`config.mk`:
```
export PLATFORM = sky130hd
export DESIGN_NAME = kcsp_top
export DESIGN_NICKNAME = d
export VERILOG_FILES = /design/src/rtl/kcsp_pkg.sv /design/src/rtl/kcsp_top.sv /design/src/rtl/kcsp_sync.sv
export SDC_FILE = /design/constraint.sdc
export NUM_CORES = 1
export LEC_CHECK = 0
export ABC_AREA = 1
export BUFFER_PORTS_ARGS = -buffer_cell sky130_fd_sc_hd__buf_4
export CORE_UTILIZATION = 25
export CTS_CLUSTER_SIZE = 10
export DETAILED_ROUTE_END_ITERATION = 10
export SETUP_SLACK_MARGIN = 0.1
export SLEW_MARGIN = 25
export SYNTH_ARGS = -nofsm -noshare
export SYNTH_HDL_FRONTEND = slang
export SYNTH_SLANG_ARGS = --single-unit
```
`constraint.sdc`:
```
create_clock -name mclk -period 1.8 [get_ports mclk]
set_input_delay 0.36 -clock mclk [delete_from_list [all_inputs] [get_ports mclk]]
set_output_delay 0.36 -clock mclk [all_outputs]
set_load 0.03 [all_outputs]
```
`src/rtl/kcsp_pkg.sv`:
```
// keypad code serial port: shared constants and types
// assumes a 32-bit avalon-mm slave with byte addresses
package kcsp_pkg;

  // ==========================================================
  // register map
  localparam int          KCSP_AW         = 4;
  localparam int          KCSP_DW         = 32;
  localparam logic [3:0]  KCSP_OFF_STATUS = 4'h0;
  localparam logic [3:0]  KCSP_OFF_MASK   = 4'h4;
  localparam logic [3:0]  KCSP_OFF_CODE   = 4'h8;
  localparam logic [3:0]  KCSP_OFF_CTRL   = 4'hc;

  // ==========================================================
  // status / mask bits
  localparam int          KCSP_EV_W       = 3;
  localparam int          KCSP_EV_KEY     = 0;
  localparam int          KCSP_EV_READ    = 1;
  localparam int          KCSP_EV_LOAD    = 2;
  localparam logic [2:0]  KCSP_MASK_RST   = 3'h0;

  // ==========================================================
  // ctrl bits
  localparam int          KCSP_CTRL_PAD16 = 0;
  localparam logic        KCSP_PAD16_RST  = 1'h1;

  // ==========================================================
  // code register fields
  localparam int          KCSP_CF_TONE    = 0;
  localparam int          KCSP_CF_KEY     = 4;
  localparam int          KCSP_CF_KV      = 8;
  localparam int          KCSP_CF_TA      = 9;
  localparam int          KCSP_CF_DIR     = 10;
  localparam int          KCSP_CF_AV      = 11;
  localparam int          KCSP_CF_CNT     = 12;

  // ==========================================================
  // serial link
  localparam int          KCSP_CODE_W     = 4;
  localparam int          KCSP_PAD_N      = 4;
  localparam logic [3:0]  KCSP_IDLE_CODE  = 4'hf;
  localparam logic [2:0]  KCSP_LAST_EDGE  = 3'h5;
  localparam logic [2:0]  KCSP_READ_EDGE  = 3'h4;
  localparam logic [1:0]  KCSP_LOAD_EDGE  = 2'h3;
  localparam int          KCSP_SYNC_W     = 12;

  typedef enum logic {
    KCSP_M_LOAD,
    KCSP_M_SHIFT
  } kcsp_mstate_t;

endpackage : kcsp_pkg

```
`src/rtl/kcsp_top.sv`:
```
// keypad code serial port: keypad decode, serial shift port, tone code mux
// assumes pins are asynchronous to mclk; shift clock far slower than mclk
// Function
// - each key maps to a 4-bit tone code
// - manual mode sends key code out serially
// - msb first, bits move on falling edge
// - load control alternates load and shift out
// - manual read takes six clock cycles
// - automatic mode shifts four bits in, msb first
// - automatic mode tone outputs ignore the keypad
// - inhibit high suppresses tone output
// - key valid only for exactly one key
// - tone active flag follows tone enable
// - idle manual data line reads one
// - inhibit leaves keypad decoding running
`timescale 1ns/10ps
`default_nettype none
module kcsp_top
  import kcsp_pkg::*;
(
  // clock and reset
  input  wire logic                         mclk,
  input  wire logic                         sys_rst,
  // avalon-mm slave
  input  wire logic [kcsp_pkg::KCSP_AW-1:0] avs_address,
  input  wire logic                         avs_read,
  input  wire logic                         avs_write,
  input  wire logic [kcsp_pkg::KCSP_DW-1:0] avs_writedata,
  input  wire logic [3:0]                   avs_byteenable,
  output logic      [kcsp_pkg::KCSP_DW-1:0] avs_readdata,
  output logic                              avs_waitrequest,
  output logic                              irq,
  // keypad pins
  input  wire logic [3:0]                   row_n,
  input  wire logic [3:0]                   col,
  // host port pins
  input  wire logic                         shift_clock_n,
  input  wire logic                         transfer_direction_select,
  input  wire logic                         tone_inhibit,
  input  wire logic                         serial_data_i,
  output logic                              serial_data_o,
  output logic                              serial_data_oe,
  output logic                              single_key_valid,
  output logic                              tone_active_mute,
  // tone generator
  output logic      [3:0]                   key_code_bits
);
  import kcsp_pkg::*;

  // ==========================================================
  // functions
  function automatic logic onehot4(input logic [3:0] v);
    onehot4 = (v != 4'h0) && ((v & (v - 4'h1)) == 4'h0);
  endfunction : onehot4

  // line 1 -> 11, 2 -> 01, 3 -> 10, 4 -> 00
  function automatic logic [1:0] enc2(input logic [3:0] v);
    enc2 = {v[0] | v[2], v[0] | v[1]};
  endfunction : enc2

  // ==========================================================
  // pin synchronisers
  logic [KCSP_SYNC_W-1:0] pins_s;
  logic [3:0]             row_s;
  logic [3:0]             col_s;
  logic                   clk_s;
  logic                   dir_s;
  logic                   inh_s;
  logic                   din_s;

  kcsp_sync #(
    .WIDTH (KCSP_SYNC_W)
  ) u_sync (
    .mclk     (mclk),
    .sys_rst  (sys_rst),
    // clock pin enters inverted so the flops' reset value matches its idle high level
    .pin_in   ({~row_n, col, ~shift_clock_n,
                transfer_direction_select, tone_inhibit,
                serial_data_i}),
    .pin_sync (pins_s)
  );

  assign row_s = pins_s[11:8];
  assign col_s = pins_s[7:4];
  assign clk_s = ~pins_s[3];
  assign dir_s = pins_s[2];
  assign inh_s = pins_s[1];
  assign din_s = pins_s[0];

  // ==========================================================
  // registers and state
  logic [KCSP_EV_W-1:0]   st_q;
  logic [KCSP_EV_W-1:0]   mask_q;
  logic                   pad16_q;
  logic                   clk_prev_q;
  logic                   dir_q;
  logic                   kv_q;
  kcsp_mstate_t           ms_q;
  kcsp_mstate_t           ms_d;
  logic [2:0]             cnt_q;
  logic [2:0]             cnt_d;
  logic [1:0]             acnt_q;
  logic [3:0]             sreg_q;
  logic [3:0]             sreg_d;
  logic [3:0]             auto_code_q;
  logic                   auto_valid_q;
  logic                   ack_q;
  logic [KCSP_DW-1:0]     rdata_d;

  // ==========================================================
  // keypad decode, unaffected by inhibit
  wire [3:0] col_use  = col_s & {pad16_q, 3'h7};
  wire       kv_w     = onehot4(row_s) & onehot4(col_use);
  wire [3:0] key_code = {enc2(col_use), enc2(row_s)};

  // ==========================================================
  // serial link events
  wire fall     = clk_prev_q & ~clk_s;
  wire dir_chg  = dir_s != dir_q;
  wire man_fall = fall & ~dir_q & ~dir_chg;
  wire aut_fall = fall & dir_q & ~dir_chg;
  wire aut_done = aut_fall & (acnt_q == KCSP_LOAD_EDGE);
  wire rd_done  = man_fall & (ms_q == KCSP_M_SHIFT)
                & (cnt_q == KCSP_READ_EDGE - 3'h1);

  // tone source: keypad in manual mode, shifted code in automatic
  wire [3:0] tone_code = dir_q ? auto_code_q : key_code;
  wire       src_valid = dir_q ? auto_valid_q : kv_q;
  wire       tone_en   = src_valid & ~inh_s;

  // ==========================================================
  // manual read sequencer
  always_comb begin
    ms_d   = ms_q;
    cnt_d  = cnt_q;
    sreg_d = sreg_q;
    if (dir_chg) begin
      ms_d   = KCSP_M_LOAD;
      cnt_d  = 3'h0;
      sreg_d = KCSP_IDLE_CODE;
    end else if (dir_q) begin
      if (aut_fall) begin
        sreg_d = {sreg_q[2:0], din_s};
      end
    end else begin
      unique case (ms_q)
        KCSP_M_LOAD: begin
          // keep tracking the key so a read sees the current code
          sreg_d = kv_q ? key_code : KCSP_IDLE_CODE;
          if (man_fall) begin
            ms_d   = KCSP_M_SHIFT;
            cnt_d  = 3'h1;
            sreg_d = {sreg_q[2:0], 1'h1};
          end
        end
        KCSP_M_SHIFT: begin
          if (man_fall) begin
            if (cnt_q == KCSP_LAST_EDGE) begin
              ms_d  = KCSP_M_LOAD;
              cnt_d = 3'h0;
            end else begin
              cnt_d  = cnt_q + 3'h1;
              sreg_d = {sreg_q[2:0], 1'h1};
            end
          end
        end
      endcase
    end
  end

  always_ff @(posedge mclk) begin
    if (sys_rst) begin
      ms_q       <= KCSP_M_LOAD;
      cnt_q      <= 3'h0;
      sreg_q     <= KCSP_IDLE_CODE;
      clk_prev_q <= 1'h1;
      dir_q      <= 1'h0;
    end else begin
      ms_q       <= ms_d;
      cnt_q      <= cnt_d;
      sreg_q     <= sreg_d;
      clk_prev_q <= clk_s;
      dir_q      <= dir_s;
    end
  end

  // ==========================================================
  // automatic load counter and code
  always_ff @(posedge mclk) begin
    if (sys_rst || dir_chg) begin
      acnt_q       <= 2'h0;
      auto_valid_q <= 1'h0;
      auto_code_q  <= KCSP_IDLE_CODE;
    end else if (aut_fall) begin
      acnt_q <= acnt_q + 2'h1;
      if (aut_done) begin
        auto_valid_q <= 1'h1;
        auto_code_q  <= {sreg_q[2:0], din_s};
      end
    end
  end

  // ==========================================================
  // pin outputs
  always_ff @(posedge mclk) begin
    if (sys_rst) begin
      kv_q             <= 1'h0;
      single_key_valid <= 1'h0;
      tone_active_mute <= 1'h0;
      key_code_bits    <= KCSP_IDLE_CODE;
      serial_data_oe   <= 1'h1;
    end else begin
      kv_q             <= kv_w;
      single_key_valid <= kv_w;
      tone_active_mute <= tone_en;
      key_code_bits    <= tone_code;
      serial_data_oe   <= ~dir_s;
    end
  end

  // a register bit, so the line never glitches between edges
  assign serial_data_o = sreg_q[3];

  // ==========================================================
  // avalon slave: one wait cycle on every access
  wire access  = avs_read | avs_write;
  wire wr_go   = avs_write & ack_q & avs_byteenable[0];
  wire sel_st  = avs_address == KCSP_OFF_STATUS;
  wire sel_msk = avs_address == KCSP_OFF_MASK;
  wire sel_cod = avs_address == KCSP_OFF_CODE;
  wire sel_ctl = avs_address == KCSP_OFF_CTRL;
  wire [KCSP_EV_W-1:0] ev  = {aut_done, rd_done, kv_w & ~kv_q};
  wire [KCSP_EV_W-1:0] clr = {KCSP_EV_W{wr_go & sel_st}}
                           & avs_writedata[KCSP_EV_W-1:0];

  assign avs_waitrequest = access & ~ack_q;
  assign irq             = |(st_q & mask_q);

  always_comb begin
    rdata_d = '0;
    if (sel_st) begin
      rdata_d[KCSP_EV_W-1:0] = st_q;
    end else if (sel_msk) begin
      rdata_d[KCSP_EV_W-1:0] = mask_q;
    end else if (sel_cod) begin
      rdata_d[KCSP_CF_TONE+:4] = key_code_bits;
      rdata_d[KCSP_CF_KEY+:4]  = key_code;
      rdata_d[KCSP_CF_KV]      = single_key_valid;
      rdata_d[KCSP_CF_TA]      = tone_active_mute;
      rdata_d[KCSP_CF_DIR]     = dir_q;
      rdata_d[KCSP_CF_AV]      = auto_valid_q;
      rdata_d[KCSP_CF_CNT+:3]  = cnt_q;
    end else if (sel_ctl) begin
      rdata_d[KCSP_CTRL_PAD16] = pad16_q;
    end
  end

  always_ff @(posedge mclk) begin
    if (sys_rst) begin
      ack_q        <= 1'h0;
      avs_readdata <= '0;
    end else begin
      ack_q        <= access & ~ack_q;
      avs_readdata <= rdata_d;
    end
  end

  // set beats clear so no event is lost
  always_ff @(posedge mclk) begin
    if (sys_rst) begin
      st_q    <= '0;
      mask_q  <= KCSP_MASK_RST;
      pad16_q <= KCSP_PAD16_RST;
    end else begin
      st_q <= (st_q & ~clr) | ev;
      if (wr_go && sel_msk) begin
        mask_q <= avs_writedata[KCSP_EV_W-1:0];
      end
      if (wr_go && sel_ctl) begin
        pad16_q <= avs_writedata[KCSP_CTRL_PAD16];
      end
    end
  end
endmodule : kcsp_top
`default_nettype wire

```
`src/rtl/kcsp_sync.sv`:
```
// two-flop synchroniser for a vector of independent pin levels
// assumes each bit is a slow level; no bus coherence is implied
`timescale 1ns/10ps
`default_nettype none
module kcsp_sync #(
  parameter int WIDTH = 1
) (
  // clock and reset
  input  wire logic             mclk,
  input  wire logic             sys_rst,
  // pins
  input  wire logic [WIDTH-1:0] pin_in,
  // synchronised levels
  output logic      [WIDTH-1:0] pin_sync
);
  logic [WIDTH-1:0] meta_q;

  always_ff @(posedge mclk) begin
    if (sys_rst) begin
      meta_q   <= '0;
      pin_sync <= '0;
    end else begin
      meta_q   <= pin_in;
      pin_sync <= meta_q;
    end
  end
endmodule : kcsp_sync
`default_nettype wire

```
==> results of run 1 <==
-- per-stage QoR --
step	power (mW)	hold slack, ps	cells
after global placement	1.992	372.6	535
after CTS	3.211	129.0	550
after global routing	3.327	127.3	550
after floorplan	1.921	365.2	366
after detailed placement	1.997	380.7	535
final	3.164	150.2	550
-- layout by cell type (no fill, tap or decap), types with 3 or more instances in the layout --
| cell type | netlist | layout |
|---|---|---|
| dfxtp_1 | 71 | 71 |
| nand2_1 | 62 | 62 |
| nor2_1 | 58 | 58 |
| buf_4 | 17 | 53 |
| inv_1 | 37 | 37 |
| nand3_1 | 20 | 20 |
| a21oi_1 | 17 | 17 |
| conb_1 | 1 | 17 |
| inv_2 | 14 | 14 |
| clkbuf_8 | 0 | 9 |
| o21ai_1 | 7 | 7 |
| nor2_2 | 6 | 6 |
| nand4_1 | 5 | 5 |
| clkinv_2 | 1 | 4 |
| o211ai_2 | 3 | 3 |
| o21ai_0 | 3 | 3 |
| nor3_1 | 3 | 3 |
-- cell type report --
class                           count  area share [%]
Inverter                           54           6.007
Timing Repair Buffer               53           11.58
Clock inverter                      6           1.820
Sequential cell                    71           41.35
Clock buffer                        9           3.604
Tap cell                          140           5.096
Multi-Input combinational cell    217           30.54
-- path summary, 6_finish.rpt --
kind / start / endpoint / slack (ps)
worst max-delay path: st_q[1] / irq / 420
worst min register to register: u_sync.pin_sync[3] / clk_prev_q / 400
worst max register to register: dir_q / cnt_q[0] / 470
worst min-delay path: shift_clock_n / u_sync.meta_q[3] / 150
-- synth_stat cells (all sizes together) --
| library cell | n |
|---|---|
| conb | 1 |
| nand4 | 5 |
| a2111oi | 1 |
| clkbuf | 1 |
| buf | 23 |
| ha | 2 |
| xor2 | 1 |
| a21oi | 17 |
| o21ai | 12 |
| nor2 | 66 |
| dfxtp | 71 |
| nand2 | 66 |
| nand3 | 22 |
| o211ai | 3 |
| nor3 | 5 |
| inv | 52 |
| clkinv | 2 |
-- sequential cells by signal, summed over array words and instances, names as in the netlist, 2 cells and up --
signal	flops
avs_readdata	15
key_code_bits	4
sreg_q	4
u_sync.pin_sync	12
cnt_q	3
mask_q	3
auto_code_q	4
acnt_q	2
st_q	3
u_sync.meta_q	12
-- report_power, final --
group | internal (mW) | switching, mW | leakage, nW
Clock | 0.629 | 0.576 | 0.0988
Combinational | 0.104 | 0.206 | 0.966
Sequential | 1.62 | 0.0288 | 0.581
-- routing by layer --
| layer | routed length [um] | up-vias |
|---|---|---|
| met5 | 0 | - |
| li1 | - | 1156 |
| met2 | 2480 | 65 |
| met1 | 2644 | 968 |
| met4 | 95 | 0 |
| met3 | 398 | 10 |
-- cells by family after synthesis --
family	share of synthesized area, %
and+or+nand+nor	26.55
buffers and inverters	13.43
DFF	51.03
AOI/OAI and AO/OA	7.637
adders and majority gates	0.8983
xor gates and xnor gates	0.3145
other	0.1346
==> results.yml, run 1 <==
place:
  dp_slack_ps: 483.4
  dp_hpwl_um: 4215
  placed_cell_area_mm2: 0.003251
  port_buffers: 48
  place.gp.congestion: 0.8391
clock_tree:
  h-tree-depth: 3
  cts_tree: "yes"
  cts.sinks: 71
  cts_buffer_depth: 2
  numCtsBuffers: 9
  cts-root-buf: "clkbuf_8"
  cts_resized: 0
  clk_transition_reported_paths_ps: 80
  hold_buffers: 0
  postCtsSetupBuffers: 0
  clk_latency_ps: 350
route:
  wl_per_cell_um: 10.22
  drt_first_pass_iters: 4
  dr_total_vias: 2199
  routed_wl_um: 5620
  post-route-drc-count: 0
  drt_iter0_drc: 98
  routed_via_density: 3.998
  ant_nets: 0
finish:
  n_fill_cell: 1198
  nets: 464
  final_layout_size_suffix_gt1_share_pct: 25.85
  multi_input_area_mm2: 0.001050
  final_util_pct: 31.71
  fin_area_mm2: 0.003437
  regArea_mm2: 0.001421
  area_delta_synth_final_pct: 23.41
  diodes: 0
global_routing:
  grtUsageTotal_pct: 10.87
  overflow: 0
  met3_usage_pct: 4.298
  grt_max_degree: 35
  grt_pass1_wl_um: 9487
  busiest_layer: "met2"
  globalRouteMet2Util_pct: 16.44
  grt_antenna_before_repair: 0
  grtUsageMet1_pct: 13.59
  grt_pass1_vias: 2061
logic_synthesis:
  synth_top_area_cell: "dfxtp_1"
  ys_seq_area_share_pct: 51.03
  synth-seq-cells: 71
  synth_area_leaders: "dfxtp_1, nand2_1, nor2_1, inv_1, buf_4"
  netlist_area_mm2: 0.002785
  synth_top_area_share_pct: 51.03
  yosysWarnings: 0
  ys_types: 33
  synthCells: 350
  syn_area_per_cell_um2: 7.958
worst_setup_path:
  path_buf_inv: 1
  path_delay_family: "flip-flops"
  arrival_ps: 1020
  crit_path_max_incr_delay_ps: 360
  ff2ff_path_depth: 5
  cp.required_ps: 1440
  crit_type: "reg2out"
  cp.depth: 3
  worst_path_max_delay_cell: "dfxtp_1"
  critPathMaxFanout: 3
  critical_path.cell_chain: "nand2_1 -> nand3_1 -> buf_4"
  crit_path_end_kind: "output pin"
  start_kind: "flip-flop"
die:
  rows: 38
  core_mm2: 0.01084
  die_width_um: 107.6
  start_util_pct: 25.69
  dieArea_mm2: 0.01157
  fp.dieH_um: 107.6
  ios: 98
sta:
  setup_slack_ps: 423.1
  hold_viol: 0
  timing.fmax_mhz: 726.3
  rsz0062_at_grt: "no"
  fin_setup_tns_ps: 0
  timing.final.crit_share_pct: 76.49
  finalClockSkew_ps: 8.945
  min_period_ps: 1377
  slew_violations: 0
  setup_viol: 0
power:
  ir_drop_mv: 0.3408
  p_leak_nw: 1.645
  p_per_area_mw_per_mm2: 920.6
flow_run:
  maxCapViolCount: 0
worst_hold_path:
  hold_path.class: "in2reg"
  min_path_cells: 2
run_status:
  status: "completed"
No activity file was read; power rests on OpenSTA's default activity.
==> inputs of run 2 (changes only) <==
==> constraint.sdc (replaced) <==
create_clock -name mclk -period 1.4 [get_ports mclk]
set_input_delay 0.28 -clock mclk [delete_from_list [all_inputs] [get_ports mclk]]
set_output_delay 0.28 -clock mclk [all_outputs]
set_load 0.03 [all_outputs]
==> run 2 against run 1 <==
  * Die area did not move
  * Non-clock buffer count grew 3
  * Global-route usage shrank 0.30 points
  * Total power is 31% higher
  * Sequential share of layout area decreased by 0.40 points
==> results.yml, run 2 (synthesized netlist as in run 1, its figures left out) <==
worst_setup_path:
  r2r_setup_slack_ps: 220
  r2r-start: "ms_q"
  critPathMaxFanout: 3
  crit_type: "reg2out"
  crit_path_end_kind: "output pin"
  arrival_ps: 980
  cp-endpoint: "irq"
  ff2ff_path_depth: 7
  cp.required_ps: 1120
  start_kind: "flip-flop"
  startpoint: "st_q[1]"
  r2r-end: "sreg_q[3]"
place:
  dp_slack_ps: 167.2
  port_buffers: 48
  place.gp.congestion: 0.8239
  dp_hpwl_um: 4254
clock_tree:
  numCtsBuffers: 9
  hold_buffers: 0
  clk_latency_ps: 350
  cts.sinks: 71
  cts_tree: "yes"
  cts-root-buf: "clkbuf_8"
  clk_transition_reported_paths_ps: 80
  cts_buffer_depth: 2
  h-tree-depth: 3
route:
  drt_first_pass_iters: 4
  post-route-drc-count: 0
  routed_wl_um: 5612
  drt_iter0_drc: 69
  routed_via_density: 3.986
  ant_nets: 0
  wl_per_cell_um: 10.15
  dr_total_vias: 2204
finish:
  reg_top3: "avs_readdata (15), u_sync.meta_q (12), u_sync.pin_sync (12)"
  nets: 467
  n_fill_cell: 1194
  diodes: 0
  area_delta_synth_final_pct: 25.38
  largest_register_ffs: 15
  layout_common_cells: "dfxtp_1, nand2_1, nor2_1"
  final_common_cell: "dfxtp_1"
  regMostFlops: "avs_readdata"
  final_layout_size_suffix_gt1_share_pct: 28.81
global_routing:
  grt_max_degree: 19
  grt_antenna_before_repair: 0
  grt_pass1_vias: 2035
  grt_pass1_wl_um: 9163
  grtUsageTotal_pct: 10.57
  overflow: 0
sta:
  setup_viol: 0
  setup_slack_ps: 141.9
  rsz0062_at_grt: "yes"
  timing.final.crit_share_pct: 89.86
  slew_violations: 0
  min_period_ps: 1258
  timing.fmax_mhz: 794.9
  hold_viol: 0
  finalClockSkew_ps: 10.56
  fin_setup_tns_ps: 0
power:
  intPower_mw: 3.084
  finalPower_mw: 4.141
  p_switching_mw: 1.056
  switching_share_pct: 25.51
  p_leak_nw: 1.668
  pwr-share-clk_pct: 39.0
  seq_power_share_pct: 51.2
  ir_drop_mv: 0.4743
  p_per_area_mw_per_mm2: 1186
  p_comb_share_pct: 9.8
run_status:
  status: "completed"
worst_hold_path:
  hold_path.class: "in2reg"
die:
  ios: 98
  rows: 38
  start_util_pct: 25.69
  core_mm2: 0.01084
  dieArea_mm2: 0.01157
  fp.dieH_um: 107.6
  die_width_um: 107.6
flow_run:
  maxCapViolCount: 0
run 2: cell types whose count changed in the layout (fill, tap and decap cells not counted), sizes merged:
| cell | before | now |
|---|---|---|
| clkinvlp | 0 | 2 |
| buf | 53 | 56 |
| clkinv | 7 | 4 |
| clkbuf | 9 | 10 |
run 2: worst min path at each step:
stage                                   from           endpoint  slack, ps  cells after the start
after floorplan                     row_n[3]  u_sync.meta_q[11]        350                      1
after global placement    u_sync.pin_sync[3]         clk_prev_q        370                      1
after detailed placement  u_sync.pin_sync[3]         clk_prev_q        380                      1
after CTS                      shift_clock_n   u_sync.meta_q[3]         50                      2
after global routing           shift_clock_n   u_sync.meta_q[3]         40                      2
final                          shift_clock_n   u_sync.meta_q[3]         70                      2
run 2: layout make-up:
type / count / area, um2 / share of cell area (%)
Tap cell: 140 / 175.2 / 5.016
Sequential cell: 71 / 1430 / 40.95
Timing Repair Buffer: 56 / 424.2 / 12.15
Clock buffer: 10 / 137.6 / 3.941
Clock inverter: 5 / 58.81 / 1.684
Inverter: 54 / 206.4 / 5.912
Multi-Input combinational cell: 217 / 1060 / 30.35
run 2: what timing repair did:
action / 4_1_cts / 5_1_grt
resized for setup: 7 / 4
cloned: 0 / 0
setup buffers: 0 / 0
setup endpoints to repair: 1 / 11
pin swaps: 0 / 2
run 2: per-layer routing:
layer | track usage [%] | wire length, um
met1 | 13.16 | 2743
met2 | 16.16 | 2432
met3 | 4.600 | 353
met4 | 3.620 | 82
met5 | 0 | 0
run 2: per-stage QoR:
| stage | std cells | utilization, % | hold slack [ps] | instance area (um2) |
|---|---|---|---|---|
| 6_report | 553 | 32.21 | 68.84 | 3492 |
| 5_1_grt | 553 | 32.21 | 44.89 | 3492 |
| 4_1_cts | 553 | 32.14 | 53.59 | 3485 |
| 3_5_place_dp | 538 | 30.19 | 381.5 | 3273 |
| 3_3_place_gp | 538 | 30.19 | 371.6 | 3273 |
| 2_1_floorplan | 366 | - | 346.7 | 2845 |
run 2: critical path: stages, from the launching register on:
cell     delay (ps)
dfxtp_1         350
nand2_1          70
nand3_2          80
buf_6           130
run 2: power by group through the flow:
stage	Combinational [mW]	Clock [mW]	Sequential, mW
finish	0.406	1.61	2.12
global route	0.448	1.76	2.13
CTS	0.408	1.67	2.12
detailed placement	0.408	0	2.17
global placement	0.402	0	2.17
floorplan	0.276	0	2.19
==> inputs of run 3 (changes only) <==
==> constraint.sdc (replaced) <==
create_clock -name mclk -period 1.4 [get_ports mclk]
set_input_delay 0.07 -clock mclk [delete_from_list [all_inputs] [get_ports mclk]]
set_output_delay 0.07 -clock mclk [all_outputs]
set_load 0.03 [all_outputs]
==> run 3 against run 2 <==
  * Routed wire length up 3.9%
  * Global-route usage up 0.53 points
  * Core utilization up 1.4 points
  * Fmax up 2.4%
  * Combinational power up 7.1%
  * Non-clock buffer count up 14
  * Critical endpoint is now ack_q
  * Largest cell class unchanged
  * Highest routed layer unchanged
==> results.yml, run 3 (synthesized netlist as in run 1, its figures left out) <==
clock_tree:
  clk_transition_reported_paths_ps: 80
  cts-root-buf: "clkbuf_8"
  cts_buffer_depth: 2
  numCtsBuffers: 9
  cts_tree: "yes"
  clk_latency_ps: 350
  cts.sinks: 71
  h-tree-depth: 3
  postCtsSetupBuffers: 0
finish:
  final_common_cell: "dfxtp_1"
  n_fill_cell: 1157
  regArea_mm2: 0.001424
  regMostFlops: "avs_readdata"
  multi_input_area_mm2: 0.001050
  largest_register_ffs: 15
  reg_top3: "avs_readdata (15), u_sync.meta_q (12), u_sync.pin_sync (12)"
  final_layout_size_suffix_gt1_share_pct: 25.23
  diodes: 0
  layout_common_cells: "dfxtp_1, nand2_1, nor2_1"
  nets: 481
  area_delta_synth_final_pct: 30.86
  fin_area_mm2: 0.003645
route:
  routed_via_density: 4.044
  ant_nets: 0
  drt_first_pass_iters: 4
  top_layer_used: "met4"
  post-route-drc-count: 0
  routed_wl_um: 5831
  routed-wl-met2_um: 2596
  met3RoutedLength_um: 408
  drt_iter0_drc: 105
  wl_per_cell_um: 10.27
  wl_met1_um: 2778
  dr_total_vias: 2297
place:
  dp_hpwl_um: 4166
  place.gp.congestion: 0.8249
  port_buffers: 48
  placed_cell_area_mm2: 0.003251
  dp_slack_ps: 154.5
power:
  p_per_area_mw_per_mm2: 1196
  ir_drop_mv: 0.6036
  p_leak_nw: 1.726
die:
  start_util_pct: 25.69
  die_width_um: 107.6
  rows: 38
  ios: 98
  core_mm2: 0.01084
  fp.dieH_um: 107.6
  dieArea_mm2: 0.01157
worst_hold_path:
  hold_path_end: "clk_prev_q"
  min-delay-start: "sys_rst"
  min_path_cells: 3
  hold_path.class: "in2reg"
worst_setup_path:
  r2r_setup_slack_ps: 210
  r2r-start: "dir_q"
  start_kind: "primary input"
  crit_type: "in2reg"
  critical_path.cell_chain: "dlygate4sd3_1 -> buf_4 -> nor2_1 -> dlygate4sd3_1 -> nor3_1"
  arrival_ps: 1450
  critPathMaxFanout: 2
  ff2ff_path_depth: 6
  crit_path_end_kind: "flip-flop"
  crit_path_max_incr_delay_ps: 570
  worst_path_max_delay_cell: "dlygate4sd3_1"
  r2r-end: "sreg_q[3]"
  cp_common_cell: "dlygate4sd3_1"
  cp.required_ps: 1620
sta:
  setup_slack_ps: 171.7
  timing.final.crit_share_pct: 87.73
  slew_violations: 0
  min_period_ps: 1228
  fin_setup_tns_ps: 0
  rsz0062_at_grt: "yes"
  timing.fmax_mhz: 814.1
  setup_viol: 0
  finalClockSkew_ps: 11.78
  holdWs_ps: 21.23
  hold_viol: 0
global_routing:
  grt_max_degree: 35
  grt_pass1_vias: 2163
  grtUsageTotal_pct: 11.10
  grt_antenna_before_repair: 0
  overflow: 0
  grt_pass1_wl_um: 9749
flow_run:
  maxCapViolCount: 0
run_status:
  status: "completed"
run 3: changes by cell type in the layout (fill, tap and decap cells not counted), moves of 2 or more:
cell | previous run | this run
dlygate4sd3_1 | 0 | 17
dfxtp_1 | 64 | 69
dfxtp_2 | 7 | 2
buf_4 | 55 | 53
nand2_1 | 60 | 62
nand2_2 | 4 | 2
run 3: worst max-delay path by stage:
stage,from,end,slack [ps]
floorplan,kv_q,sreg_q[3],280
global placement,dir_q,cnt_q[0],200
detailed placement,dir_q,cnt_q[0],150
CTS,dir_q,ms_q,130
global route,u_sync.pin_sync[3],sreg_q[1],100
finish,avs_read,ack_q,170
run 3: per-stage QoR:
stage	utilization, %	std cells	power (mW)
floorplan	-	366	2.470
global placement	29.99	535	2.560
detailed placement	29.99	535	2.568
CTS	33.60	568	4.424
global route	33.62	568	4.553
finish	33.62	568	4.358
run 3: area by class of cell:
type                       count  share of cell area (%)
multi-input combinational    217                   28.80
sequential                    71                   39.07
clock buffer                  10                   3.502
inverter                      54                   5.664
timing repair buffer          70                   15.59
clock inverter                 6                   2.575
tap                          140                   4.806
run 3: critical path: cells and delay by family:
family                 cells  cell delay (ps)
and+or+nand+nor            2              150
buffers and inverters      3             1230
run 3: power by group:
part           switching (mW)  leakage, nW  internal [mW]  total [mW]
combinational           0.272         1.04          0.164       0.435
sequential             0.0373        0.581           2.08        2.12
clock                   0.786        0.107           1.02        1.80
total                    1.10         1.73           3.26        4.36
run 3: what timing repair did:
action | CTS | global route
hold endpoints to repair | 17 | 0
hold buffers | 17 | 0
resized for setup | 0 | 2
endpoints found under the setup margin | 0 | 9
run 3: per-layer routing:
layer | vias up | track usage [%]
met3 | 5 | 4.964
met4 | 0 | 3.718
met2 | 78 | 17.49
met5 | - | 0
li1 | 1192 | -
met1 | 1022 | 13.37
